==> src/dej_pkg.sv <==
// shared constants, opcode patterns and carrier structs for the decrement/extend/jump unit
package dej_pkg;

  localparam int XLEN = 32;
  localparam int RIDX = 4;

  // opcode layout: [15:12] group, [11:8] dest, [7:4] source, [3:0] minor
  localparam int OP_GRP_HI = 15;
  localparam int OP_GRP_LO = 12;
  localparam int OP_N_HI = 11;
  localparam int OP_N_LO = 8;
  localparam int OP_M_HI = 7;
  localparam int OP_M_LO = 4;
  localparam int OP_MIN_HI = 3;
  localparam int OP_MIN_LO = 0;
  localparam int OP_LOW_HI = 7;

  localparam logic [3:0] GRP_SYS = 4'h4;
  localparam logic [3:0] GRP_MOVE = 4'h6;
  localparam logic [7:0] LOW_DECR = 8'h10;
  localparam logic [7:0] LOW_JUMP = 8'h2b;
  localparam logic [7:0] LOW_CALL = 8'h0b;
  localparam logic [3:0] MIN_ZXB = 4'hc;
  localparam logic [3:0] MIN_ZXW = 4'hd;
  localparam logic [3:0] MIN_SXB = 4'he;
  localparam logic [3:0] MIN_SXW = 4'hf;

  // field positions used by the extensions
  localparam int BYTE_MSB = 7;
  localparam int HALF_MSB = 15;

  // link holds the address of the second instruction after the call
  localparam logic [XLEN-1:0] LINK_OFFSET = 32'h0000_0004;
  localparam logic [XLEN-1:0] DECR_STEP = 32'h0000_0001;
  localparam logic [XLEN-1:0] ZERO_WORD = 32'h0000_0000;

  typedef enum logic [2:0] {
    OP_NONE,
    OP_DECR,
    OP_SXB,
    OP_SXW,
    OP_ZXB,
    OP_ZXW,
    OP_JUMP,
    OP_CALL
  } op_kind_e;

  // one instruction handed over by the decode stage
  typedef struct packed {
    logic [15:0] opcode;
    logic [XLEN-1:0] pc;
    logic other_branch;
  } instr_s;

  // general register write-back
  typedef struct packed {
    logic we;
    logic [RIDX-1:0] addr;
    logic [XLEN-1:0] data;
  } gpr_wr_s;

  // zero flag write
  typedef struct packed {
    logic we;
    logic val;
  } flag_wr_s;

  // program counter redirect and link write
  typedef struct packed {
    logic taken;
    logic [XLEN-1:0] target;
    logic link_we;
    logic [XLEN-1:0] link_data;
  } branch_s;

endpackage

==> src/dej_decode.sv <==
// opcode classifier for the decrement/extend/jump unit
module dej_decode
  import dej_pkg::*;
(
  // opcode in
  input wire logic [15:0] opcode,
  // classification out
  output op_kind_e kind,
  output logic [RIDX-1:0] dest_gpr,
  output logic [RIDX-1:0] src_gpr
);

  wire [3:0] grp = opcode[OP_GRP_HI:OP_GRP_LO];
  wire [7:0] low = opcode[OP_LOW_HI:OP_MIN_LO];
  wire [3:0] minor = opcode[OP_MIN_HI:OP_MIN_LO];
  wire is_sys = (grp == GRP_SYS);
  wire is_move = (grp == GRP_MOVE);

  assign dest_gpr = opcode[OP_N_HI:OP_N_LO];
  assign src_gpr = opcode[OP_M_HI:OP_M_LO];

  // fixed patterns; anything else is not ours
  assign kind = (is_sys && low == LOW_DECR) ? OP_DECR :
                (is_sys && low == LOW_JUMP) ? OP_JUMP :
                (is_sys && low == LOW_CALL) ? OP_CALL :
                (is_move && minor == MIN_SXB) ? OP_SXB :
                (is_move && minor == MIN_SXW) ? OP_SXW :
                (is_move && minor == MIN_ZXB) ? OP_ZXB :
                (is_move && minor == MIN_ZXW) ? OP_ZXW : OP_NONE;

endmodule

==> src/dej_exec.sv <==
// execution unit for decrement-and-test, extensions and register-indirect delayed branches
// Notes on behaviour
// - decrement-and-test subtracts one from dest_gpr and writes it back there.
// - decrement-and-test sets zero flag when new value is zero, else clears it.
// - byte sign extension copies bit 7 into bits 8 to 31.
// - word sign extension copies bit 15 into bits 16 to 31.
// - both sign extensions finish in one execution state.
// - byte zero extension keeps low byte and clears bits 8 to 31.
// - word zero extension keeps low halfword and clears bits 16 to 31.
// - both zero extensions finish in one execution state.
// - indirect jump 0100nnnn00101011 takes two states, jumps to register address.
// - the one instruction after jump or call runs before the transfer.
// - no interrupt or address error accepted between branch and its slot.
// - a branch sitting in a delay slot is reported as illegal slot.
// - target is the register value before the slot instruction runs.
// - subroutine call 0100nnnn00001011 takes two states, jumps to register address.
// - call loads link_register with address of second instruction after it.
module dej_exec
  import dej_pkg::*;
(
  // clock and reset
  input wire logic sys_clk,
  input wire logic nrst,
  // instruction from decode stage
  input wire logic in_valid,
  output logic in_ready,
  input wire instr_s in_instr,
  // general register file read ports, data valid in the same cycle
  output logic [RIDX-1:0] rd_addr_n,
  output logic [RIDX-1:0] rd_addr_m,
  input wire logic [XLEN-1:0] rd_data_n,
  input wire logic [XLEN-1:0] rd_data_m,
  // results
  output gpr_wr_s gpr_wr,
  output flag_wr_s flag_wr,
  output branch_s branch,
  // exception control
  output logic event_block,
  output logic illegal_slot
);

  typedef enum logic [1:0] {
    ST_RUN,
    ST_BR2,
    ST_SLOT
  } exec_state_e;

  op_kind_e kind;
  logic [RIDX-1:0] dest_gpr;
  logic [RIDX-1:0] src_gpr;

  dej_decode u_dec (
    .opcode(in_instr.opcode),
    .kind(kind),
    .dest_gpr(dest_gpr),
    .src_gpr(src_gpr)
  );

  exec_state_e state_q, state_d;
  logic [XLEN-1:0] target_q, target_d;
  gpr_wr_s gpr_q, gpr_d;
  flag_wr_s flag_q, flag_d;
  branch_s br_q, br_d;
  logic illegal_q, illegal_d;

  // sign extension of a field whose top bit sits at msb
  function automatic logic [XLEN-1:0] sext(input logic [XLEN-1:0] v, input int msb);
    logic [XLEN-1:0] r;
    r = v;
    for (int i = 0; i < XLEN; i++) begin
      if (i > msb) begin
        r[i] = v[msb];
      end
    end
    return r;
  endfunction

  // zero extension of a field whose top bit sits at msb
  function automatic logic [XLEN-1:0] zext(input logic [XLEN-1:0] v, input int msb);
    logic [XLEN-1:0] r;
    r = v;
    for (int i = 0; i < XLEN; i++) begin
      if (i > msb) begin
        r[i] = 1'b0;
      end
    end
    return r;
  endfunction

  // operand selection and results, all combinational from the offered instruction, the read ports and state_q
  wire take = in_valid && in_ready;
  wire is_branch = (kind == OP_JUMP) || (kind == OP_CALL);
  wire in_slot = (state_q == ST_SLOT);
  wire slot_bad = in_slot && (is_branch || in_instr.other_branch);
  wire [XLEN-1:0] decr_val = rd_data_n - DECR_STEP;
  wire [XLEN-1:0] link_val = in_instr.pc + LINK_OFFSET;

  assign rd_addr_n = dest_gpr;
  assign rd_addr_m = src_gpr;
  // second branch state holds the pipeline for one cycle
  assign in_ready = (state_q != ST_BR2);
  // interrupts and address errors are held off from branch through slot
  assign event_block = (state_q != ST_RUN);

  // next-state and result logic
  always_comb begin
    state_d = state_q;
    target_d = target_q;
    gpr_d = '0;
    flag_d = '0;
    br_d = '0;
    illegal_d = 1'b0;
    case (state_q)
      ST_RUN: begin
        if (take) begin
          gpr_d.addr = dest_gpr;
          case (kind)
            OP_DECR: begin
              gpr_d.we = 1'b1;
              gpr_d.data = decr_val;
              flag_d.we = 1'b1;
              flag_d.val = (decr_val == ZERO_WORD);
            end
            OP_SXB: begin
              gpr_d.we = 1'b1;
              gpr_d.data = sext(rd_data_m, BYTE_MSB);
            end
            OP_SXW: begin
              gpr_d.we = 1'b1;
              gpr_d.data = sext(rd_data_m, HALF_MSB);
            end
            OP_ZXB: begin
              gpr_d.we = 1'b1;
              gpr_d.data = zext(rd_data_m, BYTE_MSB);
            end
            OP_ZXW: begin
              gpr_d.we = 1'b1;
              gpr_d.data = zext(rd_data_m, HALF_MSB);
            end
            OP_JUMP: begin
              target_d = rd_data_n;
              state_d = ST_BR2;
            end
            OP_CALL: begin
              target_d = rd_data_n;
              br_d.link_we = 1'b1;
              br_d.link_data = link_val;
              state_d = ST_BR2;
            end
            default: begin
              gpr_d.we = 1'b0;
            end
          endcase
        end
      end
      ST_BR2: begin
        state_d = ST_SLOT;
      end
      ST_SLOT: begin
        if (take) begin
          // redirect leaves together with the slot result
          br_d.taken = 1'b1;
          br_d.target = target_q;
          state_d = ST_RUN;
          if (slot_bad) begin
            illegal_d = 1'b1;
          end else begin
            gpr_d.addr = dest_gpr;
            case (kind)
              OP_DECR: begin
                gpr_d.we = 1'b1;
                gpr_d.data = decr_val;
                flag_d.we = 1'b1;
                flag_d.val = (decr_val == ZERO_WORD);
              end
              OP_SXB: begin
                gpr_d.we = 1'b1;
                gpr_d.data = sext(rd_data_m, BYTE_MSB);
              end
              OP_SXW: begin
                gpr_d.we = 1'b1;
                gpr_d.data = sext(rd_data_m, HALF_MSB);
              end
              OP_ZXB: begin
                gpr_d.we = 1'b1;
                gpr_d.data = zext(rd_data_m, BYTE_MSB);
              end
              OP_ZXW: begin
                gpr_d.we = 1'b1;
                gpr_d.data = zext(rd_data_m, HALF_MSB);
              end
              default: begin
                gpr_d.we = 1'b0;
              end
            endcase
          end
        end
      end
      default: begin
        state_d = ST_RUN;
      end
    endcase
  end

  // state and registered outputs
  always_ff @(posedge sys_clk or negedge nrst) begin
    if (!nrst) begin
      state_q <= ST_RUN;
      target_q <= '0;
      gpr_q <= '0;
      flag_q <= '0;
      br_q <= '0;
      illegal_q <= 1'b0;
    end else begin
      state_q <= state_d;
      target_q <= target_d;
      gpr_q <= gpr_d;
      flag_q <= flag_d;
      br_q <= br_d;
      illegal_q <= illegal_d;
    end
  end

  assign gpr_wr = gpr_q;
  assign flag_wr = flag_q;
  assign branch = br_q;
  assign illegal_slot = illegal_q;

endmodule

==> config.mk <==
export PLATFORM = sky130hd
export DESIGN_NAME = dej_exec
export DESIGN_NICKNAME = d
export VERILOG_FILES = /design/src/dej_pkg.sv /design/src/dej_decode.sv /design/src/dej_exec.sv
export SDC_FILE = /design/constraint.sdc
export NUM_CORES = 1
export LEC_CHECK = 0
export ABC_AREA = 1
export BUFFER_PORTS_ARGS = -buffer_cell sky130_fd_sc_hd__buf_2
export CAP_MARGIN = 20
export CORE_MARGIN = 4
export CORE_UTILIZATION = 42
export DETAILED_ROUTE_END_ITERATION = 7
export GPL_TIMING_DRIVEN = 0
export PLACE_DENSITY_LB_ADDON = 0.25
export SYNTH_ARGS = -nofsm -noshare
export SYNTH_HDL_FRONTEND = slang
export SYNTH_SLANG_ARGS = --single-unit
==> constraint.sdc <==
create_clock -name sys_clk -period 1.5 [get_ports sys_clk]
set_input_delay 0.075 -clock sys_clk [delete_from_list [all_inputs] [get_ports sys_clk]]
set_output_delay 0.075 -clock sys_clk [all_outputs]
set_load 0.05 [all_outputs]
==> impl_results.md, run 1 <==
- Status: finished with violations
- Violated checks: setup timing
- Max IR drop VDD: 768.3 µV
- Starting Density: 42.79%
- Top-Level Pins: 232
- Yosys warning count: 0
- Max-slew violations: 0
- Flop pwr share: 42.7%
- Num CTS Buffers: 17
- Clock Sinks: 140
- Syn Nets: 963
- Worst-skew pair later-pin latency: 0.42 ns
- Syn-to-layout area delta: 48.79%
- CP max stage delay: 0.52 ns
- First-pass GRT wire length: 33290 µm
- Hold-critical path depth: 4
- Clk_skew: 0.007745 ns
- Max_cap viols: 0
- Grt ovf: 0
- Worst r2r src: state_q[0]
- Worst reg2reg path depth: 9
- Final Cell Area: 0.01011 mm²
- Std-Cell Rows: 46
- DR pass1 iterations: 5
- Critical path launch point type: primary input
- HP Class: in -> reg
- Int Pwr: 6.791 mW
- EDFF count, synth: 0
- Min-delay src: in_instr[4]
- Nets: 1301
- Vias in the first global route: 6724
- Slowest-stage cell, CP: dlygate4sd3_1
- R2r endpoint: branch[19]
- Primary FF master, synth: dfrtp_1
- Slew margin rel.: 57.66%
- CP arrival: 1.86 ns
- Root Driver: clkbuf_16
- Worst Path Required: 1.81 ns
- Initial antenna violation count: 1
- Part of the power in combinational logic: 10.0%
- Commonest non-fill, non-tap cell in the layout: buf_2
- Crit Path Class: in -> reg
- Switching power: 2.118 mW
- Fmax: 0.6422 GHz
- CORE AREA: 0.01589 mm²
- Synth Register Bits: 140
- Worst R2R Setup Slack: 0 ns
- RSZ-0062 raised after global routing: true
- Die H: 135.2 µm
- Filler cells: 1376
- Clock power frac: 47.3%
- Final hold violation count: 0
- Final wirelength: 21740 µm
- Leak: 5.622 nW
- CTS tree: done
- Fin util: 63.67%
- Crit path max fanout: 4
- Final setup margin: -0.05707 ns
- Post-synth ARST share: 100.0%
- Antenna viol nets, final: 0
- Period utilisation layout: 103.8%
- Fin crit period: 1.557 ns
- Hold slack: 0.01769 ns
- Worst Tran Pin Value: 0.6350 ns
- Die X: 135.2 µm
- Gpl congestion: 0.8811
- Initial DRC Count: 347
- Syn avg cell area: 8.054 µm²
- Largest net degree at the start of global routing: 76
- Die area: 0.01828 mm²
- Worst-path cell chain: dlygate4sd3_1 -> buf_2 -> nand2_1 -> nor2_1 -> nand3_2 -> nor2_1 -> nand2_1 -> o21ai_1 -> a21oi_2
- Routed len/inst: 15.40 µm
- Routed via count: 6686
- Cells after Synth: 844
- Drt via density: 4.735
- CTS clk-pin slew, worst paths: 0.06 ns
- Netlist cell types: 39
- CP Capture Type: flip-flop
- Share of layout cells above drive strength 1: 31.05%
- Residual DRC: 0
- Dpl cell area: 0.008178 mm²
- Switching power share of the total: 23.78%
- I/O Buffers: 215
- Netlist Area Pre-Place: 0.006798 mm²
- Worst-case clock buffer depth: 2
- Register area share after synthesis: 51.54%
- Tot Pwr: 8.909 mW
- H-tree depth: 4
- WHS Endpoint: branch[3]
- Setup-failing EPs final: 3
- PwrDens: 880.8 mW/mm²
- Most frequent cells in the layout: buf_2, nand2_1, dfrtp_1
- Post-DP HPWL: 14980 µm
- Total track usage: 23.17%
cell families (layout without fill, tap and decap cells):
| logic type | Yosys count | after routing | synth area share [%] |
|---|---|---|---|
| simple gates | 427 | 427 | 27.63 |
| buf+inv | 155 | 506 | 9.847 |
| flops | 140 | 140 | 51.54 |
| compound gates | 102 | 102 | 8.246 |
| xor+xnor | 17 | 17 | 2.190 |
| fa+ha+maj | 3 | 3 | 0.5522 |
| other cells | 0 | 1 | 0 |
per-stage QoR:
step | instances | setup slack [ns] | setup TNS (ns)
floorplan | 844 | 0.04975 | 0
global placement | 1275 | -1.612 | -239.18
detailed placement | 1276 | -0.3401 | -22.08
CTS | 1395 | 0.008230 | 0
global route | 1411 | -0.08018 | -1.424
finish | 1412 | -0.05707 | -0.06392
registers in the layout (all words and copies together) (netlist names):
register	cells
gpr_wr	37
flag_wr	2
illegal_slot	1
state_q	2
branch	66
target_q	32
power groups by stage:
stage                     logic [mW]  registers [mW]  clock network [mW]
after floorplan                0.286            3.89                   0
after global placement         0.655            3.87                   0
after detailed placement       0.676            3.87                   0
after CTS                      0.854            3.80                4.27
after global routing           0.985            3.80                4.46
final                          0.895            3.80                4.21
cells in the mapped netlist (all sizes together) (2+ instances only):
cell    count  area (µm²)
nand2     207       799.5
nor2      152       625.6
dfrtp     140        3503
inv       130       488.0
o21ai      55       290.3
a21oi      38       201.5
nand3      36       205.2
buf        22       168.9
nor3       13       112.6
nand4      11       68.82
xor2       11       96.34
xnor2       6       52.55
a31oi       3       18.77
ha          3       37.54
nand3b      3       22.52
clkbuf      2       7.510
nor3b       2       25.02
o31ai       2       15.01
worst max-delay path by stage:
stage,startpoint,end,slack (ns),cells past startpoint
after floorplan,state_q[0],target_q[12],0.05,8
after global placement,nrst,branch[18],-1.61,1
after detailed placement,rd_data_n[0],flag_wr[0],-0.34,15
after CTS,state_q[0],flag_wr[0],0.008,5
after global routing,in_instr[14],branch[21],-0.08,9
final,in_instr[14],branch[21],-0.06,9
final cells by class:
type | instances | area (µm²) | share of cell area, %
inverter | 131 | 496.7 | 4.911
antenna | 1 | 2.502 | 0.02474
buffer | 24 | 236.5 | 2.338
timing repair buffer | 319 | 2222 | 21.97
clock buffer | 22 | 484.2 | 4.787
sequential | 140 | 3505 | 34.65
multi-input combinational | 549 | 2786 | 27.55
clock inverter | 10 | 111.4 | 1.101
tap | 216 | 270.3 | 2.672
timing repair:
item	CTS	global route
cloned	0	6
endpoints found under the setup margin	81	79
resized for setup	10	85
buffers inserted	2	14
pin swaps	1	13
hold buffers	85	0
hold endpoints to repair	148	0
routing by layer:
| layer | vias up | global-route usage (%) | routed length [µm] |
|---|---|---|---|
| li1 | 3286 | - | - |
| met1 | 3094 | 27.76 | 8613 |
| met2 | 255 | 39.71 | 10830 |
| met3 | 49 | 7.541 | 1707 |
| met4 | 2 | 7.223 | 572 |
| met5 | - | 0 | 13 |
critical path, delay by kind of cell:
kind	cells	cell delay [ns]
and+or+nand+nor	5	0.81
AOI/OAI and AO/OA	2	0.29
buffers and inverters	2	0.69
No activity file was read; power rests on OpenSTA's default activity.
==> run 2, diff against run 1 <==
--- a/config.mk
+++ b/config.mk
@@ -9,10 +9,11 @@
 export BUFFER_PORTS_ARGS = -buffer_cell sky130_fd_sc_hd__buf_2
 export CAP_MARGIN = 20
 export CORE_MARGIN = 4
-export CORE_UTILIZATION = 42
+export CORE_UTILIZATION = 51
 export DETAILED_ROUTE_END_ITERATION = 7
 export GPL_TIMING_DRIVEN = 0
 export PLACE_DENSITY_LB_ADDON = 0.25
 export SYNTH_ARGS = -nofsm -noshare
 export SYNTH_HDL_FRONTEND = slang
+export SYNTH_HIERARCHICAL = 1
 export SYNTH_SLANG_ARGS = --single-unit
==> run 2 against run 1 <==
  * The run still ends with setup timing left
  * Highest routed layer is now met4
  * Clock skew rose by 0.00052 ns
  * Register-to-register slack got worse by 0.12 ns
  * Global-route usage is 6.1 points higher
  * Setup slack got worse by 0.065 ns
  * Routed wire length increased by 0.72%
  * Non-clock buffer count shrank 18
  * Largest power group unchanged
  * Sequential power is essentially flat
  * Maximum frequency shrank 4.0%
  * Combinational power about the same
  * Clock power rose by 5.0%
  * First-iteration DRC count rose by 64%
==> impl_results.md, run 2 <==
- Hold-critical path depth: 3 (-1)
- Most frequent cells after synthesis: nand2_1, nor2_1, dfrtp_1
- Antenna viol nets, final: 0 (unchanged)
- Fin util: 77.08% (+13 points)
- Final wirelength: 21900 µm (+0.72%)
- Initial DRC Count: 569 (+64%)
- Num CTS Buffers: 17 (unchanged)
- Largest net degree at the start of global routing: 81 (+6.6%)
- Starting Density: 52.98% (+10 points)
- Max-slew violations: 0 (unchanged)
- Post-DP HPWL: 14440 µm (-3.6%)
- Violated checks: setup timing
- Die H: 123.4 µm (-8.7%)
- Worst r2r src: state_q[0]
- DR pass1 iterations: 5 (unchanged)
- Worst Path Required: 1.82 ns (about the same)
- First-pass GRT wire length: 34060 µm (+2.3%)
- Setup-failing EPs final: 2 (-1)
- Status: finished with violations
- Cell family with most CP delay: buffers and inverters
- Clock Sinks: 140 (unchanged)
- PwrDens: 920.5 mW/mm² (+4.5%)
- Die area: 0.01523 mm² (-17%)
- Critical path launch point type: primary input
- Routed len/inst: 16.29 µm (+5.8%)
- CORE AREA: 0.01282 mm² (-19%)
- Netlist cell types: 38 (-2.6%)
- Share of the synthesized area in the top cell type: 51.57% (about the same)
- Leak: 5.383 nW (-4.3%)
- Most frequent cells in the layout: buf_2, nand2_1, dfrtp_1
- Gpl congestion: 0.8944 (+1.5%)
- Std-Cell Rows: 41 (-11%)
- Crit path max fanout: 3 (-1)
- Fin crit period: 1.622 ns (+0.06482 ns)
- Worst Tran Pin Value: 0.5683 ns (-0.06673 ns)
- Routed via count: 6874 (+2.8%)
- Syn Nets: 959 (-0.42%)
- Synth Register Bits: 140 (unchanged)
- Worst-skew pair later-pin latency: 0.42 ns (about the same)
- Nets: 1276 (-1.9%)
- Primary FF master, synth: dfrtp_1
- Residual DRC: 0 (unchanged)
- Min-delay src: in_instr[16]
- Fin Setup TNS: -0.1259 ns (-0.06198 ns)
- Levels on crit path: 10 (+1)
- Post-synth top area cell: dfrtp_1
- Fmax: 0.6166 GHz (-4.0%)
- Clk_skew: 0.008267 ns (+0.0005213 ns)
- Top-count cell post-synth: nand2_1
- RSZ-0062 raised after global routing: true
- Grt ovf: 0 (unchanged)
- Hold slack: 0.02785 ns (+0.01016 ns)
- Max IR drop VDD: 776.7 µV (+1.1%)
- Die X: 123.4 µm (-8.7%)
- Syn-to-layout area delta: 45.51%
- CP startpoint: in_instr[27]
- Worst-case clock buffer depth: 2 (unchanged)
- CP max stage delay: 0.57 ns (+0.05 ns)
- Total track usage: 29.26% (+6.1 points)
- Max_cap viols: 0 (unchanged)
- Yosys warning count: 6 (+6)
- Vias in the first global route: 7112 (+5.8%)
- Root Driver: clkbuf_16
- Post-synth ARST share: 100.0% (unchanged)
- Slew margin rel.: 62.11% (+4.4 points)
- H-tree depth: 4 (unchanged)
- Final Non-Filler Cells: 1344 (-4.8%)
- Main area contributors after synthesis: dfrtp_1, nand2_1, nor2_1
- Period utilisation layout: 108.1% (+4.3 points)
- Top-Level Pins: 232 (unchanged)
- Worst reg2reg path depth: 8 (-1)
- CP arrival: 1.94 ns (+0.08 ns)
- Cells after Synth: 840 (-0.47%)
- Share of layout cells above drive strength 1: 31.28% (+0.24 points)
- Final hold violation count: 0 (unchanged)
- Crit path buf inv count: 3 (+1)
- Max FFs per register: 66 (unchanged)
- Commonest non-fill, non-tap cell in the layout: buf_2
- Initial antenna violation count: 1 (unchanged)
- Netlist Area Pre-Place: 0.006794 mm² (about the same)
- Register area share after synthesis: 51.57% (about the same)
- Syn avg cell area: 8.088 µm² (+0.42%)
- Crit Path Class: in -> reg
- CP Capture Type: flip-flop
- CTS tree: done
- CTS clk-pin slew, worst paths: 0.05 ns (about the same)
- Placed Cells: 1224 (-4.1%)
- Slowest-stage cell, CP: dlygate4sd3_1
- I/O Buffers: 211 (-1.9%)
- Drt via density: 5.115 (+8.0%)
- HP Class: in -> reg
- Worst-path cell chain: dlygate4sd3_1 -> buf_2 -> nand2_1 -> nor2_1 -> nand3_1 -> nor3_1 -> inv_1 -> nor2_2 -> o21bai_1 -> a21oi_1
- EDFF count, synth: 0 (unchanged)
- Final setup margin: -0.1219 ns (-0.06482 ns)
==> run 2: changes by cell type in the layout (fill, tap and decap cells not counted), moves of 6 or more <==
cell and delta:
a21oi_2 +11, a22oi_1 +6, dlygate4sd3_1 -6, inv_1 -9, nand2_1 -31, nor2_1 +8, nor2_2 +8, o21ai_0 +15
o21ai_1 -11, o21ai_2 -10
==> run 2: final cells by class <==
type,instances,area [µm²]
well taps,172,215.2
clock buffers,19,442.9
inverters,121,470.5
plain buffers,27,240.2
flip-flops and latches,140,3505
repair buffers,298,1973
diodes,2,5.005
clock inverters,13,172.7
multi-input cells,552,2861
fillers,888,2939
==> run 2: power breakdown <==
group          switching, mW  total, mW  internal (mW)
clock network           1.62       4.42           2.80
registers            0.00207       3.79           3.79
logic                  0.528      0.892          0.364
total                   2.14       9.10           6.95
==> run 2: worst paths after layout <==
path                              end  slack [ns]
max in group asynchronous  state_q[0]        0.54
min                        branch[15]        0.03
max reg2reg                branch[29]       -0.12
min reg2reg                branch[60]        0.49
max                        branch[29]       -0.12
min in group asynchronous  branch[30]        0.19
==> run 2: timing repair <==
action	4_1_cts	5_1_grt
hold buffers	83	0
endpoints found under the setup margin	115	94
buffers inserted	3	6
hold endpoints to repair	142	0
pin swaps	2	13
gates resized for setup	28	64
==> run 2: layer usage <==
layer | vias up | part of all wire, % | GRT usage (%)
met5 | - | 0 | 0
met4 | 0 | 4.1 | 14.60
met3 | 94 | 9.4 | 9.103
met2 | 365 | 49 | 49.47
met1 | 3173 | 37 | 33.53
li1 | 3242 | - | -
==> run 2: tightest hold or removal path, stage by stage <==
cell      delay, ns
buf_2          0.12
a31oi_1        0.15
a311oi_1       0.06
==> run 2: cell families after synthesis <==
kind of cell	after synthesis	synth area share, %
AO/OA/AOI/OAI	119	9.539
XOR/XNOR	19	2.449
adder cells (fa/ha/maj)	3	0.5525
buffers and inverters	148	8.821
flip-flops	140	51.57
AND/OR/NAND/NOR	411	27.07
==> run 2: through the flow <==
stage	setup WS, ns	instance area, µm²	total power [mW]
CTS	-0.005600	9669	9.065
detailed placement	-0.6703	8109	4.521
global route	-0.1535	9883	9.387
floorplan	0.009742	6804	4.168
finish	-0.1219	9886	9.099
global placement	-1.513	8075	4.504
==> run 3, diff against run 2 <==
--- a/config.mk
+++ b/config.mk
@@ -8,7 +8,7 @@
 export ABC_AREA = 1
 export BUFFER_PORTS_ARGS = -buffer_cell sky130_fd_sc_hd__buf_2
 export CAP_MARGIN = 20
-export CORE_MARGIN = 4
+export CORE_MARGIN = 2
 export CORE_UTILIZATION = 51
 export DETAILED_ROUTE_END_ITERATION = 7
 export GPL_TIMING_DRIVEN = 0
==> run 3 against run 2 <==
  * The run still ends with setup timing left
  * Routed wire length decreased by 6.8%
  * Global-route usage down 0.36 points
  * Sequential power hardly changed
  * Combinational power is 0.7% lower
  * Non-clock buffer count up 3
  * Critical path type unchanged
  * Largest power group unchanged
==> impl_results.md, run 3 (synthesis gave the netlist of run 2 again) <==
- Final Non-Filler Cells: 1348 (+0.30%)
- Nets: 1279 (+0.24%)
- GR Layer Usage met2: 50.11% (+0.63 points)
- Period utilisation layout: 103.0% (-5.1 points)
- First-pass GRT wire length: 31840 µm (-6.5%)
- Fmax: 0.6472 GHz (+5.0%)
- Dpl cell area: 0.008114 mm² (about the same)
- Die X: 119.4 µm (-3.2%)
- Busiest grt layer: met2
- Crit path capture: branch[30]
- HP Class: in -> reg
- Initial antenna violation count: 0 (-1)
- Max FFs per register: 66 (unchanged)
- Largest net degree at the start of global routing: 74 (-8.6%)
- Slew margin rel.: 58.04% (-4.1 points)
- Fin util: 74.96% (-2.1 points)
- Top-Level Pins: 232 (unchanged)
- CP arrival: 1.84 ns (-0.10 ns)
- Switching power: 2.088 mW (-2.7%)
- Worst-skew pair later-pin latency: 0.42 ns (about the same)
- PwrDens: 905.7 mW/mm² (-1.6%)
- Commonest non-fill, non-tap cell in the layout: buf_2
- DR pass1 iterations: 5 (unchanged)
- Violated checks: setup timing
- Worst-path cell chain: dlygate4sd3_1 -> buf_2 -> nand2_1 -> nor2_4 -> inv_2 -> nor2_4 -> nand2_4 -> nor3_4 -> nand2_1 -> o21ai_1 -> inv_1
- Crit path max fanout: 4 (+1)
- Clock Sinks: 140 (unchanged)
- Sequential Area: 0.003505 mm² (unchanged)
- Die H: 119.4 µm (-3.2%)
- Fin crit period: 1.545 ns (-0.07676 ns)
- Switching power share of the total: 23.41% (-0.16 points)
- Critical path launch point type: primary input
- Routed via count: 6701 (-2.5%)
- Flop pwr share: 42.5% (+0.9 points)
- Fin Setup TNS: -0.1273 ns (-0.001367 ns)
- Setup WS pre-CTS: -0.6228 ns (+0.04751 ns)
- Area of the multi-input gates: 0.002821 mm² (-1.4%)
- Gpl congestion: 0.9046 (+1.1%)
- Part of the power in combinational logic: 9.9% (about the same)
- Final setup margin: -0.04513 ns (+0.07676 ns)
- CORE AREA: 0.01314 mm² (+2.4%)
- Met1 Use GR: 35.60% (+2.1 points)
- Status: finished with violations
- Final hold violation count: 0 (unchanged)
- Worst Tran Pin Value: 0.6294 ns (+0.06108 ns)
- Worst Path Required: 1.80 ns (-0.02 ns)
- Worst reg2reg path depth: 7 (-1)
- Slowest-stage cell, CP: dlygate4sd3_1
- Die area: 0.01426 mm² (-6.4%)
- Worst-case clock buffer depth: 2 (unchanged)
- Max_cap viols: 0 (unchanged)
- ANT cells: 0 (-2)
- Starting Density: 51.71% (-1.3 points)
- Residual DRC: 0 (unchanged)
- Crit Path Class: in -> reg
- Vias in the first global route: 6462 (-9.1%)
- Clk_skew: 0.01023 ns (+0.001964 ns)
- Setup-failing EPs final: 4 (+2)
- I/O Buffers: 211 (unchanged)
- Share of layout cells above drive strength 1: 30.29% (-0.99 points)
- R2r endpoint: branch[15]
- Grt ovf: 0 (unchanged)
- Worst R2R Setup Slack: -0.03 ns (+0.09 ns)
- Drt via density: 4.971 (-2.8%)
- H-tree depth: 4 (unchanged)
- Root Driver: clkbuf_16
- Antenna viol nets, final: 0 (unchanged)
- CTS tree: done
- Leak: 5.385 nW (about the same)
- Max IR drop VDD: 754.0 µV (-2.9%)
- Most frequent cells in the layout: buf_2, nand2_1, nor2_1
- CTS clk-pin slew, worst paths: 0.06 ns (about the same)
- CP max stage delay: 0.52 ns (-0.05 ns)
- RSZ-0062 raised after global routing: true
- Int Pwr: 6.831 mW (-1.8%)
- Worst r2r src: state_q[0]
- Max-slew violations: 0 (unchanged)
- Post-DP HPWL: 13690 µm (-5.2%)
- Final wirelength: 20400 µm (-6.8%)
- Filler cells: 971 (+9.3%)
- Initial DRC Count: 545 (-4.2%)
- CP Capture Type: flip-flop
- Placed Cells: 1228 (+0.33%)
- Syn-to-layout area delta: 44.95%
- Hold-critical path depth: 3 (unchanged)
- M3 GR Usage: 5.556% (-3.5 points)
- Clock power frac: 47.6% (-1.0 points)
- Routed len/inst: 15.14 µm (-7.1%)
- Std-Cell Rows: 42 (+2.4%)
- Num CTS Buffers: 17 (unchanged)
- Crit path buf inv count: 4 (+1)
- Cell family with most CP delay: simple AND/OR/NAND/NOR gates
- CP startpoint: in_instr[16]
- Total track usage: 28.90% (-0.36 points)
- Final Cell Area: 0.009848 mm² (-0.38%)
- Levels on crit path: 11 (+1)
## run 3: cell types whose count changed in the layout (fill, tap and decap cells not counted), sizes merged
cell,before,now
diode,2,0
buf,236,238
clkinv,7,8
dlygate4sd3,77,78
bufinv,5,3
## run 3: power by group through the flow
| stage | sequential [mW] | clock [mW] | combinational [mW] |
|---|---|---|---|
| 2_1_floorplan | 3.88 | 0 | 0.288 |
| 3_3_place_gp | 3.86 | 0 | 0.649 |
| 3_5_place_dp | 3.86 | 0 | 0.666 |
| 4_1_cts | 3.79 | 4.30 | 0.846 |
| 5_1_grt | 3.79 | 4.48 | 0.970 |
| 6_report | 3.79 | 4.24 | 0.886 |
## run 3: layout make-up
class	instances	share of cell area, %
tap	176	2.236
sequential	140	35.59
timing repair buffer	301	20.35
buffer	27	2.414
clock buffer	19	4.599
multi-input combinational	552	28.65
clock inverter	12	1.486
inverter	121	4.675
## run 3: stage by stage
step | power [mW] | hold slack [ns]
after global placement | 4.505 | 0.2844
after global routing | 9.238 | 0.03917
after floorplan | 4.168 | -0.2206
after CTS | 8.931 | 0.005911
final | 8.919 | 0.02818
after detailed placement | 4.522 | 0.1079
## run 3: repair_timing
item	CTS	global route
hold buffers	84	0
pin swaps	3	22
cloned	1	0
endpoints found under the setup margin	109	93
resized for setup	31	55
endpoints found under the hold margin	150	0
buffers inserted	5	5
## run 3: metal layers
| metal | wire, µm | vias to the layer above |
|---|---|---|
| met5 | 0 | - |
| met4 | 600 | 0 |
| met3 | 1307 | 51 |
| met2 | 10320 | 304 |
| met1 | 8180 | 3105 |
| li1 | - | 3241 |
## run 3: worst min path at each step
stage | end | slack (ns) | from
finish | branch[11] | 0.03 | in_instr[12]
global route | branch[11] | 0.04 | in_instr[12]
CTS | branch[30] | 0.006 | in_instr[31]
detailed placement | branch[30] | 0.11 | nrst
global placement | branch[2] | 0.28 | in_instr[3]
floorplan | branch[0] | -0.22 | nrst
## run 3: worst reg2reg max path: stages (launching register included)
cell,delay (ns)
dfrtp_2,0.45
nor2_2,0.10
inv_2,0.07
nor3_4,0.13
inv_2,0.07
nor2_4,0.19
inv_4,0.10
a311oi_1,0.30
